<file path="config.mk">
export PLATFORM = sky130hd
export DESIGN_NAME = abd_bridge
export DESIGN_NICKNAME = d
export VERILOG_FILES = /design/src/design/abd_pkg.sv /design/src/design/abd_bridge.sv
export VERILOG_INCLUDE_DIRS = /design/src /design/src/design
export SDC_FILE = /design/constraint.sdc
export NUM_CORES = 1
export LEC_CHECK = 0
export ABC_AREA = 1
export BUFFER_PORTS_ARGS = -buffer_cell sky130_fd_sc_hd__buf_4
export CORE_AREA = 2 2 430 432
export DETAILED_ROUTE_END_ITERATION = 10
export DIE_AREA = 0 0 432 434
export GPL_TIMING_DRIVEN = 1
export HOLD_SLACK_MARGIN = 0.03
export PLACE_DENSITY = 0.34
export SLEW_MARGIN = 20
export SYNTH_ARGS = -nofsm -noshare
export SYNTH_HDL_FRONTEND = slang
export SYNTH_SLANG_ARGS = --single-unit
</file>
<file path="constraint.sdc">
create_clock -name ref_clk -period 2.35 [get_ports ref_clk]
set_input_delay 0.3525 -clock ref_clk [delete_from_list [all_inputs] [get_ports ref_clk]]
set_output_delay 0.3525 -clock ref_clk [all_outputs]
set_load 0.02 [all_outputs]
</file>
<file path="src/design/abd_params.svh">
// Constants for the peripheral bridge decode block
`ifndef ABD_PARAMS_SVH
`define ABD_PARAMS_SVH
`define ABD_NSLV 16
`define ABD_DEC_BITS 10
`define ABD_IDX_BITS 4
`define ABD_HTRANS_NONSEQ 2'h2
`define ABD_HTRANS_SEQ 2'h3
`define ABD_HRESP_OKAY 2'h0
`define ABD_HRESP_ERROR 2'h1
`endif

</file>
<file path="src/design/abd_pkg.sv">
// Types for the peripheral bridge decode block
package abd_pkg;
   typedef struct packed {
      logic [9:0] first_addr;
      logic [9:0] last_addr;
      logic [3:0] index;
      logic enable;
      logic prot;
   } abd_entry_type;
   typedef enum {ABD_IDLE, ABD_SETUP, ABD_ACCESS, ABD_ERR1, ABD_ERR2}
      abd_state_type;
endpackage : abd_pkg

</file>
<file path="src/design/abd_bridge.sv">
// AHB to APB bridge with table address decode and access screening
`timescale 1ns/1ps
`default_nettype none
`include "abd_params.svh"
//
// Contract
// - Sixteen slaves, own entry and select each
// - Ten low address bits checked against bounds
// - In-range hit selects port at entry index
// - Disabled entry: no select, OKAY answer
// - Protected entry, user access: ERROR, no select
// - Optional registers on read/write data paths
module abd_bridge import abd_pkg::*; #(
   parameter bit PIPE = 1'b0
) (
   // Clock and reset
   input wire logic ref_clk,
   input wire logic nrst,
   // Decode table
   input wire abd_entry_type cfg_table [`ABD_NSLV],
   // AHB slave side
   input wire logic hsel,
   input wire logic [31:0] haddr,
   input wire logic [1:0] htrans,
   input wire logic hwrite,
   input wire logic [3:0] hprot,
   input wire logic [31:0] hwdata,
   input wire logic hready,
   output logic hready_out,
   output logic [1:0] hresp,
   output logic [31:0] hrdata,
   // APB master side
   output logic [`ABD_NSLV-1:0] psel,
   output logic penable,
   output logic [31:0] paddr,
   output logic pwrite,
   output logic [31:0] pwdata,
   input wire logic [31:0] prdata [`ABD_NSLV]
);

   // Range hit for one table entry
   function automatic logic abd_hit(input abd_entry_type e,
                                    input logic [9:0] a);
      abd_hit = (a >= e.first_addr) && (a <= e.last_addr);
   endfunction : abd_hit

   abd_state_type state_q;
   logic [3:0] port_q;
   logic write_q;
   logic [31:0] addr_q;
   logic start;
   logic found;
   abd_entry_type ent;
   logic [31:0] wdata_sel;
   logic [31:0] rdata_mux;

   // Valid transfer presented to the bridge
   assign start = hsel && hready && htrans[1];

   // First matching entry wins; later overlaps are shadowed
   always_comb begin
      found = 1'b0;
      ent = '0;
      for (int i = 0; i < `ABD_NSLV; i++) begin
         if (!found && abd_hit(cfg_table[i],
                               haddr[`ABD_DEC_BITS-1:0])) begin
            found = 1'b1;
            ent = cfg_table[i];
         end
      end
   end

   // Transfer sequencer
   always_ff @(posedge ref_clk or negedge nrst) begin
      if (!nrst) begin
         state_q <= ABD_IDLE;
         port_q <= '0;
         write_q <= 1'b0;
         addr_q <= '0;
      end else begin
         case (state_q)
            ABD_IDLE: begin
               if (start) begin
                  addr_q <= haddr;
                  write_q <= hwrite;
                  port_q <= ent.index;
                  if (found && ent.enable) begin
                     if (ent.prot && !hprot[1])
                        state_q <= ABD_ERR1;
                     else
                        state_q <= ABD_SETUP;
                  end
                  // Disabled or unmapped: stay idle, OKAY
               end
            end
            ABD_SETUP: state_q <= ABD_ACCESS;
            ABD_ACCESS: state_q <= ABD_IDLE;
            ABD_ERR1: state_q <= ABD_ERR2;
            ABD_ERR2: state_q <= ABD_IDLE;
            default: state_q <= ABD_IDLE;
         endcase
      end
   end

   // Select only in setup and access phases
   always_comb begin
      psel = '0;
      if (state_q == ABD_SETUP || state_q == ABD_ACCESS)
         psel[port_q] = 1'b1;
   end
   assign penable = (state_q == ABD_ACCESS);
   assign paddr = addr_q;
   assign pwrite = write_q;
   assign rdata_mux = prdata[port_q];

   // Two-cycle error answer as AHB requires
   assign hresp = (state_q == ABD_ERR1 || state_q == ABD_ERR2) ?
                  `ABD_HRESP_ERROR : `ABD_HRESP_OKAY;
   assign hready_out = (state_q == ABD_IDLE) || (state_q == ABD_ERR2)
                       || (!PIPE && state_q == ABD_ACCESS);

   // Data paths, registered only with the pipe option
   logic [31:0] wdata_q;
   logic [31:0] rdata_q;
   always_ff @(posedge ref_clk or negedge nrst) begin
      if (!nrst) begin
         wdata_q <= '0;
         rdata_q <= '0;
      end else begin
         if (state_q == ABD_IDLE || state_q == ABD_SETUP)
            wdata_q <= hwdata;
         if (state_q == ABD_ACCESS)
            rdata_q <= rdata_mux;
      end
   end

   // Pipe costs one extra wait on reads and writes alike
   assign wdata_sel = PIPE ? wdata_q : hwdata;
   assign pwdata = wdata_sel;
   assign hrdata = PIPE ? rdata_q : rdata_mux;

   // With pipe the access cycle is followed by one idle, ready cycle, flagged by tail_q
   logic tail_q;
   always_ff @(posedge ref_clk or negedge nrst) begin
      if (!nrst)
         tail_q <= 1'b0;
      else
         tail_q <= PIPE && state_q == ABD_ACCESS;
   end

   // Phase order on the peripheral side
   a_setup_then_access: assert property (
      @(posedge ref_clk) disable iff (!nrst)
      state_q == ABD_SETUP |=> penable && |psel)
      else $error("setup not followed by access");
   a_sel_two_cycles: assert property (
      @(posedge ref_clk) disable iff (!nrst)
      state_q == ABD_SETUP |=> psel == $past(psel))
      else $error("select changed between setup and access");
   a_enable_with_sel: assert property (
      @(posedge ref_clk) disable iff (!nrst)
      penable |-> |psel)
      else $error("enable strobe without select");
   a_enable_one_cycle: assert property (
      @(posedge ref_clk) disable iff (!nrst)
      penable |=> !penable)
      else $error("enable strobe longer than one cycle");
   a_addr_held: assert property (
      @(posedge ref_clk) disable iff (!nrst)
      state_q == ABD_SETUP |=> $stable(paddr) && $stable(pwrite))
      else $error("address or direction moved in access");
   a_setup_waits: assert property (
      @(posedge ref_clk) disable iff (!nrst)
      state_q == ABD_SETUP |-> !hready_out && hresp == `ABD_HRESP_OKAY)
      else $error("setup cycle not a wait state");

   // Screening: errors, disabled and unmapped ranges
   a_error_no_select: assert property (
      @(posedge ref_clk) disable iff (!nrst)
      hresp == `ABD_HRESP_ERROR |-> psel == '0)
      else $error("select during error answer");
   a_disabled_quiet: assert property (
      @(posedge ref_clk) disable iff (!nrst)
      state_q == ABD_IDLE && start && found && !ent.enable
      |=> psel == '0 && hresp == `ABD_HRESP_OKAY)
      else $error("disabled entry selected");
   a_unmapped_quiet: assert property (
      @(posedge ref_clk) disable iff (!nrst)
      state_q == ABD_IDLE && start && !found
      |=> psel == '0 && hresp == `ABD_HRESP_OKAY && hready_out)
      else $error("unmapped access not answered quietly");
   a_prot_user_err: assert property (
      @(posedge ref_clk) disable iff (!nrst)
      state_q == ABD_IDLE && start && found && ent.enable &&
      ent.prot && !hprot[1] |=> hresp == `ABD_HRESP_ERROR && !hready_out
      ##1 hresp == `ABD_HRESP_ERROR && hready_out)
      else $error("user access to protected slave");

   // Decode: one select, at the entry's port
   a_one_hot_select: assert property (
      @(posedge ref_clk) disable iff (!nrst)
      $onehot0(psel))
      else $error("more than one select");
   a_hit_index: assert property (
      @(posedge ref_clk) disable iff (!nrst)
      state_q == ABD_IDLE && start && found && ent.enable &&
      !(ent.prot && !hprot[1]) |=> psel[$past(ent.index)] && !penable)
      else $error("wrong select for hit");

   // Data paths with and without the pipe option
   a_pipe_read: assert property (
      @(posedge ref_clk) disable iff (!nrst)
      PIPE && state_q == ABD_ACCESS |=> hrdata == $past(rdata_mux))
      else $error("piped read data wrong");
   a_pipe_waits: assert property (
      @(posedge ref_clk) disable iff (!nrst)
      PIPE && state_q == ABD_ACCESS |-> !hready_out)
      else $error("piped access cycle not a wait state");
   a_flow_read: assert property (
      @(posedge ref_clk) disable iff (!nrst)
      !PIPE |-> hrdata == rdata_mux && pwdata == hwdata)
      else $error("unpiped data path registered");
   a_unused_tail: assert property (
      @(posedge ref_clk) disable iff (!nrst)
      tail_q |-> state_q == ABD_IDLE && hready_out)
      else $error("pipe tail not idle");

endmodule : abd_bridge
`default_nettype wire

</file>
== After elaboration in Yosys (flattened, before gate mapping) ==
Index checks and enable logic that the tools add are counted.
Word-level totals
  memory bits (writable): 0
  input port bits: 1003
  latch bits: 0
  word-level logic and storage cells: 151
  memories kept: 0
  output and inout port bits: 117
  ROM bits: 0
  bits in registers: 69
Operators by class
  equality and inequality tests: 8
  $mul: 0
  div/mod/pow operators: 0
  multiplexer cells: 43
  shift-type cells: 0
  reduce and logical (&&, ||, !) cells: 60
  order comparisons: 35
  add/sub/neg operators: 0
  bitwise gates (word level): 1
Operators with widths (count)
  10-bit >= comparator: 16
  10-bit <= comparator: 16
  32-bit binary-select mux with 4-bit select: 1
  32-bit 2-to-1 mux: 4
  6-bit 2-to-1 mux: 16
  32-bit one-hot mux with 3 select lines: 1
  32-bit by 2-bit == test with 1-bit output, second input constant: 2
  32-bit by 3-bit == test with 1-bit output, second input constant: 2
  32-bit zero test: 2
  1-bit logical AND: 36
  32-bit by 1-bit == test with 1-bit output, second input constant: 1
  32-bit by 4-bit == test with 1-bit output, second input constant: 1
  1-bit 2-to-1 mux: 18
  1-bit zero test: 16
  16-bit 2-to-1 mux: 1
  5-bit >= comparator, second input constant: 1
  4-bit by 5-bit less-than comparator with 1-bit output, second input constant: 1
  4-bit NOT with 5-bit output: 1
  1-bit demux with 4-bit select: 1
  4-bit by 1-bit >= comparator with 1-bit output, second input constant: 1
  1-bit logical OR: 4
  2-bit != test, second input constant: 2
  2-bit AND reduction: 2
  2-bit 2-to-1 mux: 1

== Depth between registers and ports, before layout ==
  word-level depth: 53
  mapped depth: 28
  gate-level depth less buffers: 27

== Worst setup path before layout ==
Ideal clock, no wire load.
  path type: input -> register
  from: in haddr[0]
  to: reg state_q[1]
  stages on the path: 18
  setup time: 0.119 ns
  arrival time: 2.904 ns
  required time: 2.231 ns
  path slack: -0.673 ns
  buffers on the path: 1
  cells stage by stage: inv_1 ha_1 nand2_1 nor2_1 nand3_1 nand4_1 nand2_2 buf_6 nand4_2 nor2_2 nand4_2 nor2_4 nand4_4 nor2_8 nand4_2 or2_1 nand3_2 a21oi_2
Between the ends
  longest elaborated chain between the ends: 53
  elaborated cells between the ends (all ways): 118
  those cells by class: order compare (32); eq/ne (1); mux (36); reduce/logical (49)
RTL lines
  start, declared: RTL line abd_bridge.sv:23  | input wire logic [31:0] haddr,
  10-bit >= comparator or 10-bit <= comparator (tied branches): RTL line abd_bridge.sv:44  | abd_hit = (a >= e.first_addr) && (a <= e.last_addr);
  1-bit logical AND: RTL line abd_bridge.sv:44
  1-bit 2-to-1 mux: RTL line abd_bridge.sv:65  | if (!found && abd_hit(cfg_table[i],
  1-bit zero test: RTL line abd_bridge.sv:65
  1-bit logical AND: RTL line abd_bridge.sv:65
  1-bit 2-to-1 mux: RTL line abd_bridge.sv:65
  1-bit zero test: RTL line abd_bridge.sv:65
  1-bit logical AND: RTL line abd_bridge.sv:65
  [37 not listed]
  1-bit zero test: RTL line abd_bridge.sv:65
  1-bit logical AND: RTL line abd_bridge.sv:65
  6-bit 2-to-1 mux: RTL line abd_bridge.sv:65
  1-bit logical AND: RTL line abd_bridge.sv:88  | if (ent.prot && !hprot[1])
  2-bit 2-to-1 mux: RTL line abd_bridge.sv:88
  32-bit 2-to-1 mux: RTL line abd_bridge.sv:87  | if (found && ent.enable) begin
  32-bit 2-to-1 mux: RTL line abd_bridge.sv:83  | if (start) begin
  32-bit one-hot mux with 3 select lines: RTL line abd_bridge.sv:81  | case (state_q)
  end signal, assigned: RTL line abd_bridge.sv:89  | state_q <= ABD_ERR1;
  end signal, assigned: RTL line abd_bridge.sv:91  | state_q <= ABD_SETUP;
  end signal, assigned: RTL line abd_bridge.sv:96  | ABD_SETUP: state_q <= ABD_ACCESS;
  end, declared: RTL line abd_bridge.sv:47  | abd_state_type state_q;
Several ways; a longest one is shown, not always the timed one. The select of a mux whose other input is x is not followed.
A chain may end at the register's enable or synchronous reset.

== Worst setup path after layout ==
  from: reg port_q[0]
  to: out hrdata[18]
Between the ends
  longest elaborated chain between the ends: 4
RTL lines
  start, declared: RTL line abd_bridge.sv:48  | logic [3:0] port_q;
  start signal, assigned: RTL line abd_bridge.sv:86  | port_q <= ent.index;
  4-bit NOT with 5-bit output (not written as such): RTL line abd_bridge.sv:114  | assign rdata_mux = prdata[port_q];
  32-bit binary-select mux with 4-bit select: RTL line abd_bridge.sv:114
  32-bit 2-to-1 mux (not written as such) (2 in series): RTL line abd_bridge.sv:114
  end, declared: RTL line abd_bridge.sv:31  | output logic [31:0] hrdata,
No other way between the ends. The select of a mux whose other input is x is not followed.

==> impl_metrics.csv <==
group,metric,value,unit
outcome,status,"finished, violations left",
outcome,violations,"setup timing",
global_routing,antenna_found_initial,61,
placed_design,io_buffer_count,1050,
sta,hold_slack,0.0708,ns
finish,fin_cells,6020,
floorplanning,rows,157,
global_routing,track_usage,14.4,%
worst_setup_path,crit_arrival,2.54,ns
synth,synth_edf_count,0,
synth,synthTopCellsByCount,"nand2_1 (431), inv_1 (422), nand3_1 (327)",
worst_setup_path,cp-startpoint,"port_q[0]",
worst_setup_path,start_kind,"register",
worst_setup_path,max_stage_delay,0.55,ns
floorplanning,io_pins,1120,
sta,relSlewSlack,52.9,%
sta,setup_viol_count_final,43,
sta,slew_violations,0,
clock_tree,cts_sinks,40,
synth,yosysTopAreaCellShare,26.8,%
global_routing,grt_pass1_vias,22000,
placed_design,gp_congestion,0.895,
detailed_routing,drc,0,
floorplanning,die_area,187000,µm²
clock_tree,clockBufferDepth,2,
synth,syn-cell-area,15000,µm²
worst_setup_path,required,2.00,ns
finish,layout-drive-gt1-share,44.2,%
min_path,hold_class,"in2async",
placed_design,dp_cells,5949,
sta,layout_min_cycle_time,2.89,ns
clock_tree,root_buffer,"clkbuf_16",
clock_tree,cts.clk_slew.worst_paths,0.08,ns
synth,yosys_warnings,0,
global_routing,grt_max_degree,73,
detailed_routing,dr.pass1.iters,7,
synth,syn-num-nets,3754,
clock_tree,clkLatencyLatePin,0.33,ns
synth,ys_types,43,
detailed_routing,viasPerCell,3.70,
pwr,p_leak,14.9,nW
synth,synthArstFlopShare,100,%
clock_tree,cts_max_level,2,
detailed_routing,wl_per_cell,24.4,µm
detailed_routing,routed_wl,147,mm
finish,area.growth.synth_to_final,102,%
clock_tree,cts_tree,"built",
pwr,powerDensity,732,nW/µm²
pwr,ir_worst_vdd,0.595,mV
synth,yosysMostFrequentCell,"nand2_1",
worst_setup_path,worstSetupEndpointType,"primary output",
worst_setup_path,worstReg2RegStart,"state_q[1]",
detailed_routing,drtIter0Drc,1050,
job,drv_cap,0,
worst_setup_path,worst-path-max-fanout,8,
sta,tns,-17.28,ns
worst_setup_path,crit_type,"reg2out",
finish,register_area,1010,µm²
worst_setup_path,crit_top_cell,"buf_6",
synth,yosys.area.top_type,"ha_1",
worst_setup_path,worstPathCellList,"inv_4 > nor2_4 > buf_12 > buf_6 > buf_8 > a22oi_2 > a31oi_1 > buf_4 > or4_4 > buf_6",
sta,worst_pin_slew,0.706,ns
sta,fin_worst_skew,0.0105,ns
floorplanning,initial_core_util,8.19,%
worst_setup_path,crit_slowest_cell,"dfrtp_4",
detailed_routing,vias,22300,
global_routing,grt_pass1_wl,186,mm
synth,avgSynthCellArea,6.15,µm²
synth,ys_seq_area_share,6.69,%
finish,multi_input_area,13000,µm²
sta,hold_viol_final,0,
floorplanning,die_h,434,µm
synth,netlist_instances,2431,
floorplanning,die_x,432,µm
floorplanning,core,182000,µm²
synth,synthTopCellsByArea,"ha_1 (27%), nand3_1 (11%), nand2_1 (11%), inv_1 (11%), dfrtp_1 (6.7%)",
synth,synth_seq_cells,40,
finish,layout.nets,4939,
clock_tree,numCtsBuffers,5,
synth,synth_flop_cell,"dfrtp_1",
pwr,fin_total_pwr,22.1,mW
placed_design,place_hpwl,125,mm
finish,nFillCells,21000,
sta,finalCritPeriodShare,123,%
global_routing,gr-total-overflow,0,
sta,fin_ws,-0.543,ns
sta,fmax,346,MHz
sta,rsz0062_at_grt,"true",
detailed_routing,drtAntennaViolNets,0,
-- cells in the final DEF (no fill, tap or decap), drive strengths merged, types with 40 or more instances in the layout --
cell   count
a21oi    118
a22oi    128
a31oi    129
buf     1306
dfrtp     40
ha       320
inv      422
nand2    434
nand3    330
nand4     44
nor2     177
-- critical path, delay by kind of cell (launching register included) --
family | cells | cell delay, ns
buffers and inverters | 6 | 0.82
flip-flops | 1 | 0.55
AND/OR/NAND/NOR | 2 | 0.49
AO/OA/AOI/OAI | 2 | 0.34
-- final cells by class --
class                           instances  share of cell area, %
Multi-Input combinational cell       1826                   43.1
Timing Repair Buffer                 1317                   37.5
Tap cell                             2385                   9.89
Inverter                              426                   5.36
Sequential cell                        40                   3.34
Clock buffer                            6                  0.460
Antenna cell                           18                  0.149
Clock inverter                          2                  0.129
-- per-stage QoR --
stage	setup slack, ns	instance area, µm²	util (%)
after CTS	-0.619	28600	15.7
after global routing	-0.773	30200	16.5
after floorplan	-0.557	15000	-
after detailed placement	-1.08	27400	15.0
after global placement	-1.17	27400	15.0
final	-0.543	30200	16.5
-- final timing paths --
check                                  end  slack (ns)  depth (start not counted)
worst max-delay path            hrdata[18]       -0.54                         10
worst min-delay path             paddr[20]        0.07                          1
worst max register to register    paddr[0]        0.63                          9
worst min register to register   paddr[14]        0.47                          2
max in group asynchronous        port_q[0]        1.72                          1
min in group ref_clk             paddr[24]        0.21                          3
-- cell families (layout without fill, tap and decap cells) --
kind of cell               after synthesis  count (layout)  synth area share, %
AOI/OAI and AO/OA                      467             467                 19.8
other                                    1              19               0.0251
buffers and inverters                  565            1751                 15.1
and+or+nand+nor                       1038            1038                 31.6
DFF                                     40              40                 6.69
adders and majority gates              320             320                 26.8
-- power by group --
part	total (mW)	switching (mW)	leakage [nW]	internal, mW
Clock	0.920	0.385	0.0872	0.535
Combinational	19.9	10.9	14.3	8.93
Sequential	1.31	0.276	0.499	1.04
Total	22.1	11.6	14.9	10.5
-- sequential cells by signal, summed over array words and instances, names as in the netlist --
| name | count |
|---|---|
| pwrite | 1 |
| state_q | 3 |
| port_q | 4 |
| paddr | 32 |
-- repair_timing --
action / in CTS / in global routing
pin swaps: 62 / 111
cloned: 7 / 14
setup endpoints to repair: 51 / 51
buffers inserted: 10 / 26
resized for setup: 190 / 237
hold buffers: 0 / 0
-- metal layers --
layer	routed length [µm]	track usage, %	vias to the layer above
met4	5670	5.45	16
met1	51500	14.4	10500
met3	7650	2.66	198
met2	82100	28.9	820
met5	109	0.572	-
li1	-	-	10800
Note: power is estimated with default switching activity, not from simulation.
